## src/design/owd_consts.vh

```
// constants for the operating watchdog: register map, fields, timing counts
// assumes inclusion by the watchdog design and verification files
`ifndef OWD_CONSTS_VH
`define OWD_CONSTS_VH

// register byte addresses on the axi4-lite port
`define OWD_ADDR_SERVICE   12'hffc
`define OWD_ADDR_CONFIG    12'h000
`define OWD_ADDR_STATUS    12'h004
`define OWD_ADDR_VECTOR    12'h008

// service location index as printed, byte address is four times it
`define OWD_SERVICE_INDEX  16'hffff

// configuration field positions
`define OWD_CFG_DISABLE    0
`define OWD_CFG_RATE       1
`define OWD_CFG_STOPEN     2
`define OWD_CFG_RESET      3'h0

// status field positions
`define OWD_ST_CAUSE       0
`define OWD_ST_WRITTEN     1
`define OWD_ST_RUNNING     2
`define OWD_ST_BLANKMON    3
`define OWD_ST_ILLEGAL     4

// counter widths
`define OWD_PRE_W          12
`define OWD_CNT_W          6

// timing counts in oscillator cycles
`define OWD_LONG_TIMEOUT   262128
`define OWD_SHORT_TIMEOUT  8176
`define OWD_RESET_PULSE    32
`define OWD_POR_DELAY      4096

// reset vector low byte reset value
`define OWD_VECTOR_RESET   8'h00

// axi responses
`define OWD_RESP_OKAY      2'b00
`define OWD_RESP_SLVERR    2'b10

`endif

```

## src/design/owd_vector_store.v

```verilog
// holds the reset vector low byte returned by reads of the service location
// assumes a single clock and a synchronous active-low reset
`timescale 1ns/10ps
`include "owd_consts.vh"

module owd_vector_store
(
  // clock and reset
  input  wire       aclk,
  input  wire       aresetn,
  // write side
  input  wire       wr_en,
  input  wire [7:0] wr_data,
  // registered read data
  output reg  [7:0] rd_data
);

  reg [7:0] vector_byte;

  // store the byte and present it through a register
  always @(posedge aclk)
  begin
    if (!aresetn)
    begin
      vector_byte <= `OWD_VECTOR_RESET;
      rd_data     <= `OWD_VECTOR_RESET;
    end
    else
    begin
      if (wr_en)
        vector_byte <= wr_data;
      rd_data <= vector_byte;
    end
  end

endmodule

```

## src/design/owd_watchdog.v

```verilog
// operating watchdog: 12-bit prescaler, 6-bit counter, reset generation
// assumes aclk is the oscillator clock, system pins arrive asynchronously
//
// The AXI4-Lite slave port was chosen for this implementation.
`timescale 1ns/10ps
`include "owd_consts.vh"

// Contract
// - twelve-bit prescaler on oscillator clock feeds free-running six-bit counter
// - unserviced timeout asserts system reset after 262128 or 8176 cycles
// - rate select one picks 8176 cycles, zero picks 262128; reset clears
// - any write to service location clears counter and prescaler bits 11..4
// - reading service location returns reset vector low byte
// - timeout drives reset pin low 32 cycles and sets cause flag
// - power-on circuit clears prescaler 4096 cycles after power-up
// - internal reset clears prescaler and counter
// - reset vector fetch clears prescaler
// - stop clears prescaler and halts counting while stopped
// - disable option one disables watchdog, zero enables it
// - options write once after reset, cleared by reset, readable always
// - stop with stop-enable clear becomes illegal opcode reset
// - monitor entry with test voltage disables while voltage remains
// - monitor entry from blank vectors disables until next power-on reset
// - break with test voltage on reset pin disables watchdog
// - keeps counting in wait, timeout in wait still resets
// - never raises an interrupt request, only reset
module owd_watchdog
(
  // clock and reset
  input  wire        aclk,
  input  wire        aresetn,
  // axi4-lite write address
  input  wire [11:0] s_axi_awaddr,
  input  wire        s_axi_awvalid,
  output wire        s_axi_awready,
  // axi4-lite write data
  input  wire [31:0] s_axi_wdata,
  input  wire [3:0]  s_axi_wstrb,
  input  wire        s_axi_wvalid,
  output wire        s_axi_wready,
  // axi4-lite write response
  output reg  [1:0]  s_axi_bresp,
  output reg         s_axi_bvalid,
  input  wire        s_axi_bready,
  // axi4-lite read address
  input  wire [11:0] s_axi_araddr,
  input  wire        s_axi_arvalid,
  output wire        s_axi_arready,
  // axi4-lite read data
  output reg  [31:0] s_axi_rdata,
  output reg  [1:0]  s_axi_rresp,
  output reg         s_axi_rvalid,
  input  wire        s_axi_rready,
  // system events, asynchronous to aclk
  input  wire        power_on,
  input  wire        internal_reset,
  input  wire        vector_fetch,
  input  wire        stop_exec,
  input  wire        stop_mode,
  input  wire        monitor_entry,
  input  wire        blank_vectors,
  input  wire        irq_test_voltage,
  input  wire        rst_test_voltage,
  input  wire        break_state,
  // system outputs
  output reg         reset_pin_n,
  output reg         watchdog_reset,
  output reg         illegal_opcode_reset
);

  // ****************************************
  // input synchronisers
  // ****************************************
  localparam NSYNC = 10;
  wire [NSYNC-1:0] raw_in = {break_state, rst_test_voltage, irq_test_voltage,
                             blank_vectors, monitor_entry, stop_mode, stop_exec,
                             vector_fetch, internal_reset, power_on};
  reg  [NSYNC-1:0] sync_a;
  reg  [NSYNC-1:0] sync_b;
  reg  [NSYNC-1:0] sync_c;

  genvar gi;
  generate
    for (gi = 0; gi < NSYNC; gi = gi + 1)
    begin : g_sync
      // two flops per pin, third only for edge detection
      always @(posedge aclk)
      begin
        if (!aresetn)
        begin
          sync_a[gi] <= 1'b0;
          sync_b[gi] <= 1'b0;
          sync_c[gi] <= 1'b0;
        end
        else
        begin
          sync_a[gi] <= raw_in[gi];
          sync_b[gi] <= sync_a[gi];
          sync_c[gi] <= sync_b[gi];
        end
      end
    end
  endgenerate

  wire s_power   = sync_b[0];
  wire s_intrst  = sync_b[1];
  wire s_fetch_p = sync_b[2] & ~sync_c[2];
  wire s_stop_p  = sync_b[3] & ~sync_c[3];
  wire s_stopped = sync_b[4];
  wire s_mon_p   = sync_b[5] & ~sync_c[5];
  wire s_blank   = sync_b[6];
  wire s_irq_tv  = sync_b[7];
  wire s_rst_tv  = sync_b[8];
  wire s_break   = sync_b[9];
  wire s_power_p = sync_b[0] & ~sync_c[0];

  // ****************************************
  // axi4-lite slave
  // ****************************************
  reg         aw_held;
  reg  [11:0] aw_addr;
  reg         w_held;
  reg  [31:0] w_data;
  reg  [3:0]  w_strb;
  reg  [2:0]  cfg;
  reg         cfg_written;
  reg         cause_flag;
  reg         illegal_flag;
  reg         blank_monitor;
  wire        running;
  wire [7:0]  vector_rd;
  reg         rd_pending;
  reg  [11:0] rd_addr;

  assign s_axi_awready = !aw_held && !s_axi_bvalid;
  assign s_axi_wready  = !w_held && !s_axi_bvalid;
  assign s_axi_arready = !rd_pending && !s_axi_rvalid;

  wire wr_go = aw_held && w_held && !s_axi_bvalid;

  // address match for both channels
  function mapped;
    input [11:0] a;
    begin
      mapped = (a == `OWD_ADDR_SERVICE) || (a == `OWD_ADDR_CONFIG) ||
               (a == `OWD_ADDR_STATUS) || (a == `OWD_ADDR_VECTOR);
    end
  endfunction

  wire service_wr = wr_go && (aw_addr == `OWD_ADDR_SERVICE);
  wire config_wr  = wr_go && (aw_addr == `OWD_ADDR_CONFIG) && w_strb[0];
  wire vector_wr  = wr_go && (aw_addr == `OWD_ADDR_VECTOR) && w_strb[0];

  // write channels captured in either order, answered once both are in
  always @(posedge aclk)
  begin
    if (!aresetn)
    begin
      aw_held      <= 1'b0;
      aw_addr      <= 12'h000;
      w_held       <= 1'b0;
      w_data       <= 32'h00000000;
      w_strb       <= 4'h0;
      s_axi_bvalid <= 1'b0;
      s_axi_bresp  <= `OWD_RESP_OKAY;
    end
    else
    begin
      if (s_axi_awvalid && s_axi_awready)
      begin
        aw_held <= 1'b1;
        aw_addr <= {s_axi_awaddr[11:2], 2'b00};
      end
      if (s_axi_wvalid && s_axi_wready)
      begin
        w_held <= 1'b1;
        w_data <= s_axi_wdata;
        w_strb <= s_axi_wstrb;
      end
      if (wr_go)
      begin
        aw_held      <= 1'b0;
        w_held       <= 1'b0;
        s_axi_bvalid <= 1'b1;
        s_axi_bresp  <= mapped(aw_addr) ? `OWD_RESP_OKAY : `OWD_RESP_SLVERR;
      end
      else if (s_axi_bready)
        s_axi_bvalid <= 1'b0;
    end
  end

  // read: one cycle to let the vector store register its byte
  always @(posedge aclk)
  begin
    if (!aresetn)
    begin
      rd_pending   <= 1'b0;
      rd_addr      <= 12'h000;
      s_axi_rvalid <= 1'b0;
      s_axi_rdata  <= 32'h00000000;
      s_axi_rresp  <= `OWD_RESP_OKAY;
    end
    else
    begin
      if (s_axi_arvalid && s_axi_arready)
      begin
        rd_pending <= 1'b1;
        rd_addr    <= {s_axi_araddr[11:2], 2'b00};
      end
      if (rd_pending)
      begin
        rd_pending   <= 1'b0;
        s_axi_rvalid <= 1'b1;
        s_axi_rresp  <= mapped(rd_addr) ? `OWD_RESP_OKAY : `OWD_RESP_SLVERR;
        case (rd_addr)
          `OWD_ADDR_SERVICE: s_axi_rdata <= {24'h000000, vector_rd};
          `OWD_ADDR_VECTOR:  s_axi_rdata <= {24'h000000, vector_rd};
          `OWD_ADDR_CONFIG:  s_axi_rdata <= {29'h00000000, cfg};
          `OWD_ADDR_STATUS:  s_axi_rdata <= {27'h0000000, illegal_flag,
                                             blank_monitor, running,
                                             cfg_written, cause_flag};
          default:           s_axi_rdata <= 32'h00000000;
        endcase
      end
      else if (s_axi_rready)
        s_axi_rvalid <= 1'b0;
    end
  end

  owd_vector_store i_owd_vector_store
  (
    .aclk    (aclk),
    .aresetn (aresetn),
    .wr_en   (vector_wr),
    .wr_data (w_data[7:0]),
    .rd_data (vector_rd)
  );

  // ****************************************
  // configuration options
  // ****************************************
  wire sys_reset = s_intrst || watchdog_reset;

  // write-once latches, cleared by any reset
  always @(posedge aclk)
  begin
    if (!aresetn || sys_reset)
    begin
      cfg         <= `OWD_CFG_RESET;
      cfg_written <= 1'b0;
    end
    else if (config_wr && !cfg_written)
    begin
      cfg         <= w_data[2:0];
      cfg_written <= 1'b1;
    end
  end

  wire opt_disable = cfg[`OWD_CFG_DISABLE];
  wire opt_rate    = cfg[`OWD_CFG_RATE];
  wire opt_stopen  = cfg[`OWD_CFG_STOPEN];

  // ****************************************
  // monitor and break gating
  // ****************************************
  reg tv_monitor;

  // blank-vector monitor entry lasts until the next power-on
  always @(posedge aclk)
  begin
    if (!aresetn || s_power_p)
    begin
      blank_monitor <= 1'b0;
      tv_monitor    <= 1'b0;
    end
    else
    begin
      if (s_mon_p && !s_irq_tv && s_blank)
        blank_monitor <= 1'b1;
      if (s_mon_p && s_irq_tv)
        tv_monitor <= 1'b1;
      else if (!s_irq_tv && !s_rst_tv)
        tv_monitor <= 1'b0;
    end
  end

  assign running = !opt_disable && !blank_monitor && !tv_monitor
                   && !(s_break && s_rst_tv) && !s_stopped;

  // ****************************************
  // prescaler and counter
  // ****************************************
  localparam POR_CYC = `OWD_POR_DELAY;
  localparam [5:0] PULSE_LAST = `OWD_RESET_PULSE - 1;        // last count of the pin pulse
  reg [`OWD_PRE_W-1:0] prescaler;
  reg [`OWD_CNT_W-1:0] counter;
  reg [12:0]           por_count;
  reg [5:0]            pulse_count;
  reg                  stop_seen;

  // tap for the counter: the long rate uses the carry out of the full
  // prescaler, the short rate the carry out of its low seven bits;
  // overflow lands after 64 tap periods less the 16 cycles of the uncleared low stages
  wire tap_long  = (prescaler == 12'hfff);
  wire tap_short = (prescaler[6:0] == 7'h7f);
  wire tap       = opt_rate ? tap_short : tap_long;
  wire last_long  = (counter == 6'h3f) && (prescaler == 12'hfef);
  wire last_short = (counter == 6'h3f) && (prescaler[6:0] == 7'h6f);
  wire expire     = running && (opt_rate ? last_short : last_long);

  // the counting chain: resets clear it all, service the counter and prescaler bits 11..4, fetch, stop and power-on the prescaler
  always @(posedge aclk)
  begin
    if (!aresetn || sys_reset)
    begin
      prescaler <= 12'h000;
      counter   <= 6'h00;
    end
    else if (service_wr)
    begin
      prescaler <= {8'h00, prescaler[3:0]};
      counter   <= 6'h00;
    end
    else if (s_fetch_p || s_stop_p || (por_count == POR_CYC[12:0]))
      prescaler <= 12'h000;
    else if (running)
    begin
      prescaler <= prescaler + 12'h001;
      if (tap)
        counter <= counter + 6'h01;
    end
  end

  // power-on delay counter, starts at the power-up edge
  always @(posedge aclk)
  begin
    if (!aresetn || !s_power)
      por_count <= 13'h0000;
    else if (por_count <= POR_CYC[12:0])
      por_count <= por_count + 13'h0001;
  end

  // ****************************************
  // reset outputs
  // ****************************************
  // reset only, never an interrupt request
  always @(posedge aclk)
  begin
    if (!aresetn)
    begin
      watchdog_reset       <= 1'b0;
      reset_pin_n          <= 1'b1;
      pulse_count          <= 6'h00;
      cause_flag           <= 1'b0;
      illegal_flag         <= 1'b0;
      illegal_opcode_reset <= 1'b0;
      stop_seen            <= 1'b0;
    end
    else
    begin
      stop_seen <= s_stop_p;
      illegal_opcode_reset <= stop_seen && !opt_stopen;
      if (stop_seen && !opt_stopen)
        illegal_flag <= 1'b1;
      if (expire)
      begin
        watchdog_reset <= 1'b1;
        reset_pin_n    <= 1'b0;
        pulse_count    <= 6'h00;
        cause_flag     <= 1'b1;
      end
      else if (!reset_pin_n)
      begin
        if (pulse_count == PULSE_LAST)
        begin
          reset_pin_n    <= 1'b1;
          watchdog_reset <= 1'b0;
        end
        else
          pulse_count <= pulse_count + 6'h01;
      end
      else if (service_wr || !running)
        watchdog_reset <= 1'b0;
    end
  end

endmodule

```

## config.mk

```make
export PLATFORM = sky130hd
export DESIGN_NAME = owd_watchdog
export DESIGN_NICKNAME = d
export VERILOG_FILES = /design/src/design/owd_vector_store.v /design/src/design/owd_watchdog.v
export VERILOG_INCLUDE_DIRS = /design/src /design/src/design
export SDC_FILE = /design/constraint.sdc
export NUM_CORES = 1
export LEC_CHECK = 0
export BUFFER_PORTS_ARGS = -buffer_cell sky130_fd_sc_hd__buf_2
export CAP_MARGIN = 20
export CORE_ASPECT_RATIO = 1.2
export CORE_UTILIZATION = 54
export DETAILED_ROUTE_END_ITERATION = 12
export PLACE_DENSITY = 0.78
export SLEW_MARGIN = 20
export SYNTH_ARGS = -nofsm -noshare
export SYNTH_HDL_FRONTEND = slang
export SYNTH_SLANG_ARGS = --single-unit
export TNS_END_PERCENT = 1
```

## constraint.sdc

```tcl
create_clock -name aclk -period 2.2 [get_ports aclk]
set_input_delay 0.22 -clock aclk [delete_from_list [all_inputs] [get_ports aclk]]
set_output_delay 0.22 -clock aclk [all_outputs]
set_load 0.03 [all_outputs]
```

==> results of run 1 <==
[worst max path at each step]
stage	startpoint	endpoint	slack, ns
CTS	aw_addr[8]	i_owd_vector_store.vector_byte[0]	0.24
global route	aw_addr[8]	i_owd_vector_store.vector_byte[0]	0.14
global placement	aw_addr[8]	i_owd_vector_store.vector_byte[3]	0.34
finish	aw_addr[8]	i_owd_vector_store.vector_byte[0]	0.23
floorplan	watchdog_reset	counter[5]	0.29
detailed placement	cfg[0]	counter[5]	0.31
[placed cells by master, fill, tap and decap left out, types with 6 or more instances in the layout]
cell type,count
a21boi_0,34
a21oi_1,14
and2_1,41
and3_1,6
and4_1,7
buf_2,63
buf_4,9
clkbuf_16,17
conb_1,26
dfxtp_1,133
inv_1,13
mux2i_1,17
nand2_1,90
nand3_1,15
nand4_1,14
nor2_1,54
nor2b_1,12
nor4_1,8
o21ai_0,16
xnor2_1,13
xor2_1,12
[flip-flops by register name, indices dropped and copies added (netlist names), 8 cells and up]
signal / count
s_axi_rdata: 8
sync_a: 10
prescaler: 12
rd_addr: 10
i_owd_vector_store.rd_data: 8
i_owd_vector_store.vector_byte: 8
w_data: 8
por_count: 13
aw_addr: 10
[cell usage after synthesis (all sizes together) (2+ instances only)]
cell    instances
dfxtp         133
nand2          90
nor2           54
and2           41
a21boi         35
buf            29
mux2i          17
clkbuf         16
o21ai          16
nand3          15
a21oi          14
nand4          14
inv            13
xnor2          13
nor2b          12
xor2           12
nor4            9
and4            7
and3            6
ha              5
nand2b          5
o21a            5
or4             5
a31oi           4
nor3            4
nand3b          3
or3             3
a21o            2
[repair_timing]
item	CTS	global route
hold endpoints to repair	2	0
hold buffers	2	0
buffers inserted	0	0
[through the flow]
step / total power, mW / setup WS [ns] / instances
6_report: 5.71 / 0.233 / 804
5_1_grt: 5.92 / 0.145 / 804
4_1_cts: 5.74 / 0.239 / 804
3_5_place_dp: 2.98 / 0.313 / 770
3_3_place_gp: 2.97 / 0.339 / 770
2_1_floorplan: 2.90 / 0.292 / 620
[layout make-up]
type	count	area share
Sequential cell	133	0.420
Inverter	13	0.00770
Clock buffer	20	0.0737
Timing Repair Buffer	74	0.0636
Tap cell	123	0.0243
Multi-Input combinational cell	429	0.390
Clock inverter	12	0.0202
[worst max-delay path, cell delays in order (launching register included)]
cell and delay [ns]:
dfxtp_1 0.31, or4_1 0.55, nor4_1 0.40, nand2_1 0.12, buf_4 0.21, mux2i_1 0.19, nor2b_1 0.08
[cells by family after synthesis]
kind of cell	Yosys count	synth area share
XOR/XNOR	25	0.0408
adder cells (fa/ha/maj)	5	0.0117
flip-flops	133	0.496
other	1	0.000699
buffers and inverters	58	0.0611
AO/OA/AOI/OAI	84	0.103
multiplexers	17	0.0317
AND/OR/NAND/NOR	272	0.255
[metal layers]
metal	routed length, um	vias to the layer above	track usage
li1	-	2097	-
met1	4490	1918	0.253
met2	5010	101	0.357
met3	383	25	0.0576
met4	259	0	0.105
met5	0	-	0
[power by group through the flow]
stage	clock, mW	sequential [mW]	combinational, mW
after floorplan	0	2.59	0.307
after global placement	0	2.58	0.383
after detailed placement	0	2.59	0.394
after CTS	2.81	2.53	0.400
after global routing	2.93	2.55	0.441
final	2.77	2.54	0.397
==> results.yml, run 1 <==
outcome:
  status: "completed"
clock_tree:
  clockBufferDepth: 2
  clk_latency_ns: 0.41
  htreeDepth: 4
  cts_tree: "yes"
  clk_pin_slew_ns: 0.06
  cts_buffers: 17
  cts_resized: 0
  cts_root_buf: "clkbuf_16"
  cts.sinks: 133
global_routing:
  grt_pass1_vias: 3964
  grt_pass1_wl_mm: 17.4
  grt_max_degree: 89
  antenna_found_initial: 0
  grtUsageTotal: 0.215
  grt_overflow: 0
timing:
  hold_violations: 0
  finalCritPeriodShare: 0.894
  clock_skew_ns: 0.00608
  period_minus_slack_ns: 1.97
  worstMarginPinSlew_ns: 0.682
  max_slew_margin: 0.541
  finalSetupTns_ns: 0
  slew_violations: 0
  rsz0062_at_grt: "false"
  fin_hold_ws_ns: 0.0135
  finalSetupViolCount: 0
  max_freq_mhz: 508
detailed_routing:
  remaining_drc_errors: 0
  ant_nets: 0
  drtIter0Drc: 213
  wl_per_cell_um: 12.6
  vias_per_cell: 5.15
  num_vias: 4141
  postRouteWirelength_mm: 10.1
  drt_pass1_iterations: 5
yosys:
  netlist_instances: 595
  syn_area_sq_um: 5370
  synthFlopType: "dfxtp_1"
  synth_cell_types: 45
  synth_top_area_share: 0.496
  synth_edf_count: 0
  synth_seq_area_share: 0.496
  ys_seq_elements: 133
  synth.area.top_cells: "dfxtp_1, nand2_1, and2_1"
  yosys_warnings: 0
  postSynth.asyncResetShare: 0
  synth_top_area_cell: "dfxtp_1"
  synth_area_per_cell_sq_um: 9.02
floorplanning:
  ios: 121
  row_count: 39
  initial_core_util: 0.558
  die_height_um: 111
  die-area_sq_um: 10300
  die_x_um: 93.0
  core_sq_um: 9610
setup_path:
  r2r_end: "i_owd_vector_store.vector_byte[0]"
  worstSetupPathType: "flip-flop to flip-flop"
  cp.arrival_ns: 2.27
  startpoint_type: "flip-flop"
  cp_max_fo: 8
  worst_r2r_path_depth: 6
  worstPathRequired_ns: 2.50
  r2r_slack_ns: 0.23
  end_kind: "flip-flop"
  r2r_start: "aw_addr[8]"
power_and_ir_drop:
  switching_power_mw: 1.33
  internal_power_mw: 4.38
  power_density_nw_per_um2: 901
  p_comb_frac: 0.070
  netSwitchingFraction: 0.233
  p_leak_nw: 2.63
  ir_drop_mv: 0.626
  pwr-share-seq: 0.444
  p_clk_frac: 0.486
finish:
  final_core_utilization: 0.659
  final_nets: 750
  design_area_sq_um: 6330
  regArea_sq_um: 2660
  area_growth_pct: 18.0
  n_antenna_cell: 0
  multi_input_area_sq_um: 2470
  drive_gt1_frac: 0.156
  fillers: 757
placement:
  dpl_cell_area_sq_um: 5720
  io_buffers: 63
  gp_congestion: 0.775
  dp_hpwl_mm: 6.87
min_path:
  hold-path-cell-count: 2
  hold_path_class: "input port to flip-flop"
  holdPathEnd: "sync_a[9]"
  min-delay-start: "break_state"
run:
  cap_viol_max_count: 0
(Power assumes the default switching activity.)
==> run 2, diff against run 1 <==
--- a/config.mk
+++ b/config.mk
@@ -6,11 +6,12 @@
 export SDC_FILE = /design/constraint.sdc
 export NUM_CORES = 1
 export LEC_CHECK = 0
-export BUFFER_PORTS_ARGS = -buffer_cell sky130_fd_sc_hd__buf_2
+export BUFFER_PORTS_ARGS = -buffer_cell sky130_fd_sc_hd__buf_4
 export CAP_MARGIN = 20
-export CORE_ASPECT_RATIO = 1.2
+export CORE_ASPECT_RATIO = 1.4
 export CORE_UTILIZATION = 54
 export DETAILED_ROUTE_END_ITERATION = 12
+export GPL_TIMING_DRIVEN = 1
 export PLACE_DENSITY = 0.78
 export SLEW_MARGIN = 20
 export SYNTH_ARGS = -nofsm -noshare
==> run 2 against run 1 <==
- register-to-register slack better by 0.06 ns
- first-iteration DRC count rose by 7.5%
- die area is essentially flat
- sequential share of layout area is 0.52 points lower
- clock-buffer cell count grew 1
- final area is 1.3% higher
- non-clock buffer count decreased by 1
- cell count up 0.37%
- critical endpoint is now prescaler[2]
- largest cell class unchanged
- largest power group is now sequential cells
==> results.yml, run 2 (same netlist as run 1, synthesis figures left out) <==
global_routing:
  antenna_found_initial: 0
  grt_max_degree: 90
  grt_pass1_wl_mm: 17.9
  grt_overflow: 0
  grtUsageTotal: 0.219
  grt_pass1_vias: 4123
finish:
  final_nets: 749
  instances_no_fill: 807
  fillers: 775
  final_common_cell: "dfxtp_1"
  final_cell_mix: "dfxtp_1, nand2_1, buf_4, nor2_1, and2_1"
  top_register: "por_count"
  design_area_sq_um: 6410
  area_growth_pct: 19.5
  largest_reg_flops: 13
  largestRegisters: "por_count x13, prescaler x12"
  n_antenna_cell: 0
  drive_gt1_frac: 0.148
clock_tree:
  cts.sinks: 133
  clk_latency_ns: 0.41
  cts_resized: 0
  hold_buffers: 0
  htreeDepth: 4
  clk_pin_slew_ns: 0.05
  post_cts_buffers: 0
  cts_buffers: 17
  cts_root_buf: "clkbuf_16"
  clockBufferDepth: 2
  cts_tree: "yes"
detailed_routing:
  vias_per_cell: 5.12
  drtIter0Drc: 229
  drt_pass1_iterations: 4
  num_vias: 4132
  wl_per_cell_um: 12.8
  remaining_drc_errors: 0
  postRouteWirelength_mm: 10.3
  ant_nets: 0
run:
  cap_viol_max_count: 0
timing:
  hold_violations: 0
  max_freq_mhz: 524
  finalSetupViolCount: 0
  worstMarginPinSlew_ns: 0.672
  clock_skew_ns: 0.00612
  slew_violations: 0
  max_slew_margin: 0.552
  rsz0062_at_grt: "false"
  finalCritPeriodShare: 0.868
  finalSetupTns_ns: 0
  period_minus_slack_ns: 1.91
setup_path:
  end_kind: "flip-flop"
  cp.arrival_ns: 2.25
  worstPathRequired_ns: 2.54
  worstSetupPathType: "flip-flop to flip-flop"
  startpoint_type: "flip-flop"
  cp_max_fo: 7
floorplanning:
  die_x_um: 86.3
  row_count: 42
  initial_core_util: 0.561
  ios: 121
  die_height_um: 120
  core_sq_um: 9560
  die-area_sq_um: 10300
placement:
  gp_congestion: 0.790
  numPlacedInstances: 780
  io_buffers: 63
  dpl_cell_area_sq_um: 5900
  dp_hpwl_mm: 7.37
power_and_ir_drop:
  ir_drop_mv: 0.539
  power_density_nw_per_um2: 851
  p_leak_nw: 2.65
min_path:
  hold_path_class: "input port to flip-flop"
outcome:
  status: "completed"
run 2: per-layer routing:
metal,track usage,vias up,part of all wire
li1,-,2102,-
met1,0.240,1905,0.42
met2,0.389,102,0.52
met3,0.0543,23,0.038
met4,0.106,0,0.022
met5,0,-,0
run 2: where the power goes:
group | internal [mW] | switching, mW
combinational | 0.167 | 0.256
sequential | 2.49 | 0.0489
clock | 1.57 | 0.926
run 2: final timing paths:
kind | endpoint | startpoint | slack (ns) | depth (start not counted)
max | prescaler[2] | por_count[0] | 0.29 | 7
min | sync_a[7] | irq_test_voltage | 0.02 | 2
max reg2reg | prescaler[2] | por_count[0] | 0.29 | 7
min reg2reg | s_power | sync_a[0] | 0.44 | 1
run 2: area by class of cell:
cell class | count | area, sq um | area share
Clock inverter | 6 | 57.6 | 0.00897
Multi-Input combinational cell | 429 | 2470 | 0.385
Timing Repair Buffer | 73 | 548 | 0.0854
Clock buffer | 21 | 460 | 0.0718
Tap cell | 132 | 165 | 0.0258
Sequential cell | 133 | 2660 | 0.415
Inverter | 13 | 48.8 | 0.00761
run 2: per-stage QoR:
step	hold WS [ns]	total power, mW	setup WS, ns	utilization
detailed placement	0.419	3.01	0.327	0.616
floorplan	0.347	2.90	0.292	-
CTS	0.00965	5.49	0.287	0.671
finish	0.0157	5.46	0.291	0.671
global placement	0.415	3.00	0.360	0.616
global route	0.00606	5.66	0.155	0.671
run 2: critical path: stages, from the launching register on:
cell	delay [ns]
dfxtp_1	0.39
inv_1	0.08
ha_1	0.20
nor4bb_1	0.15
nand3_1	0.22
nand2_1	0.12
or4_1	0.53
a21oi_1	0.15
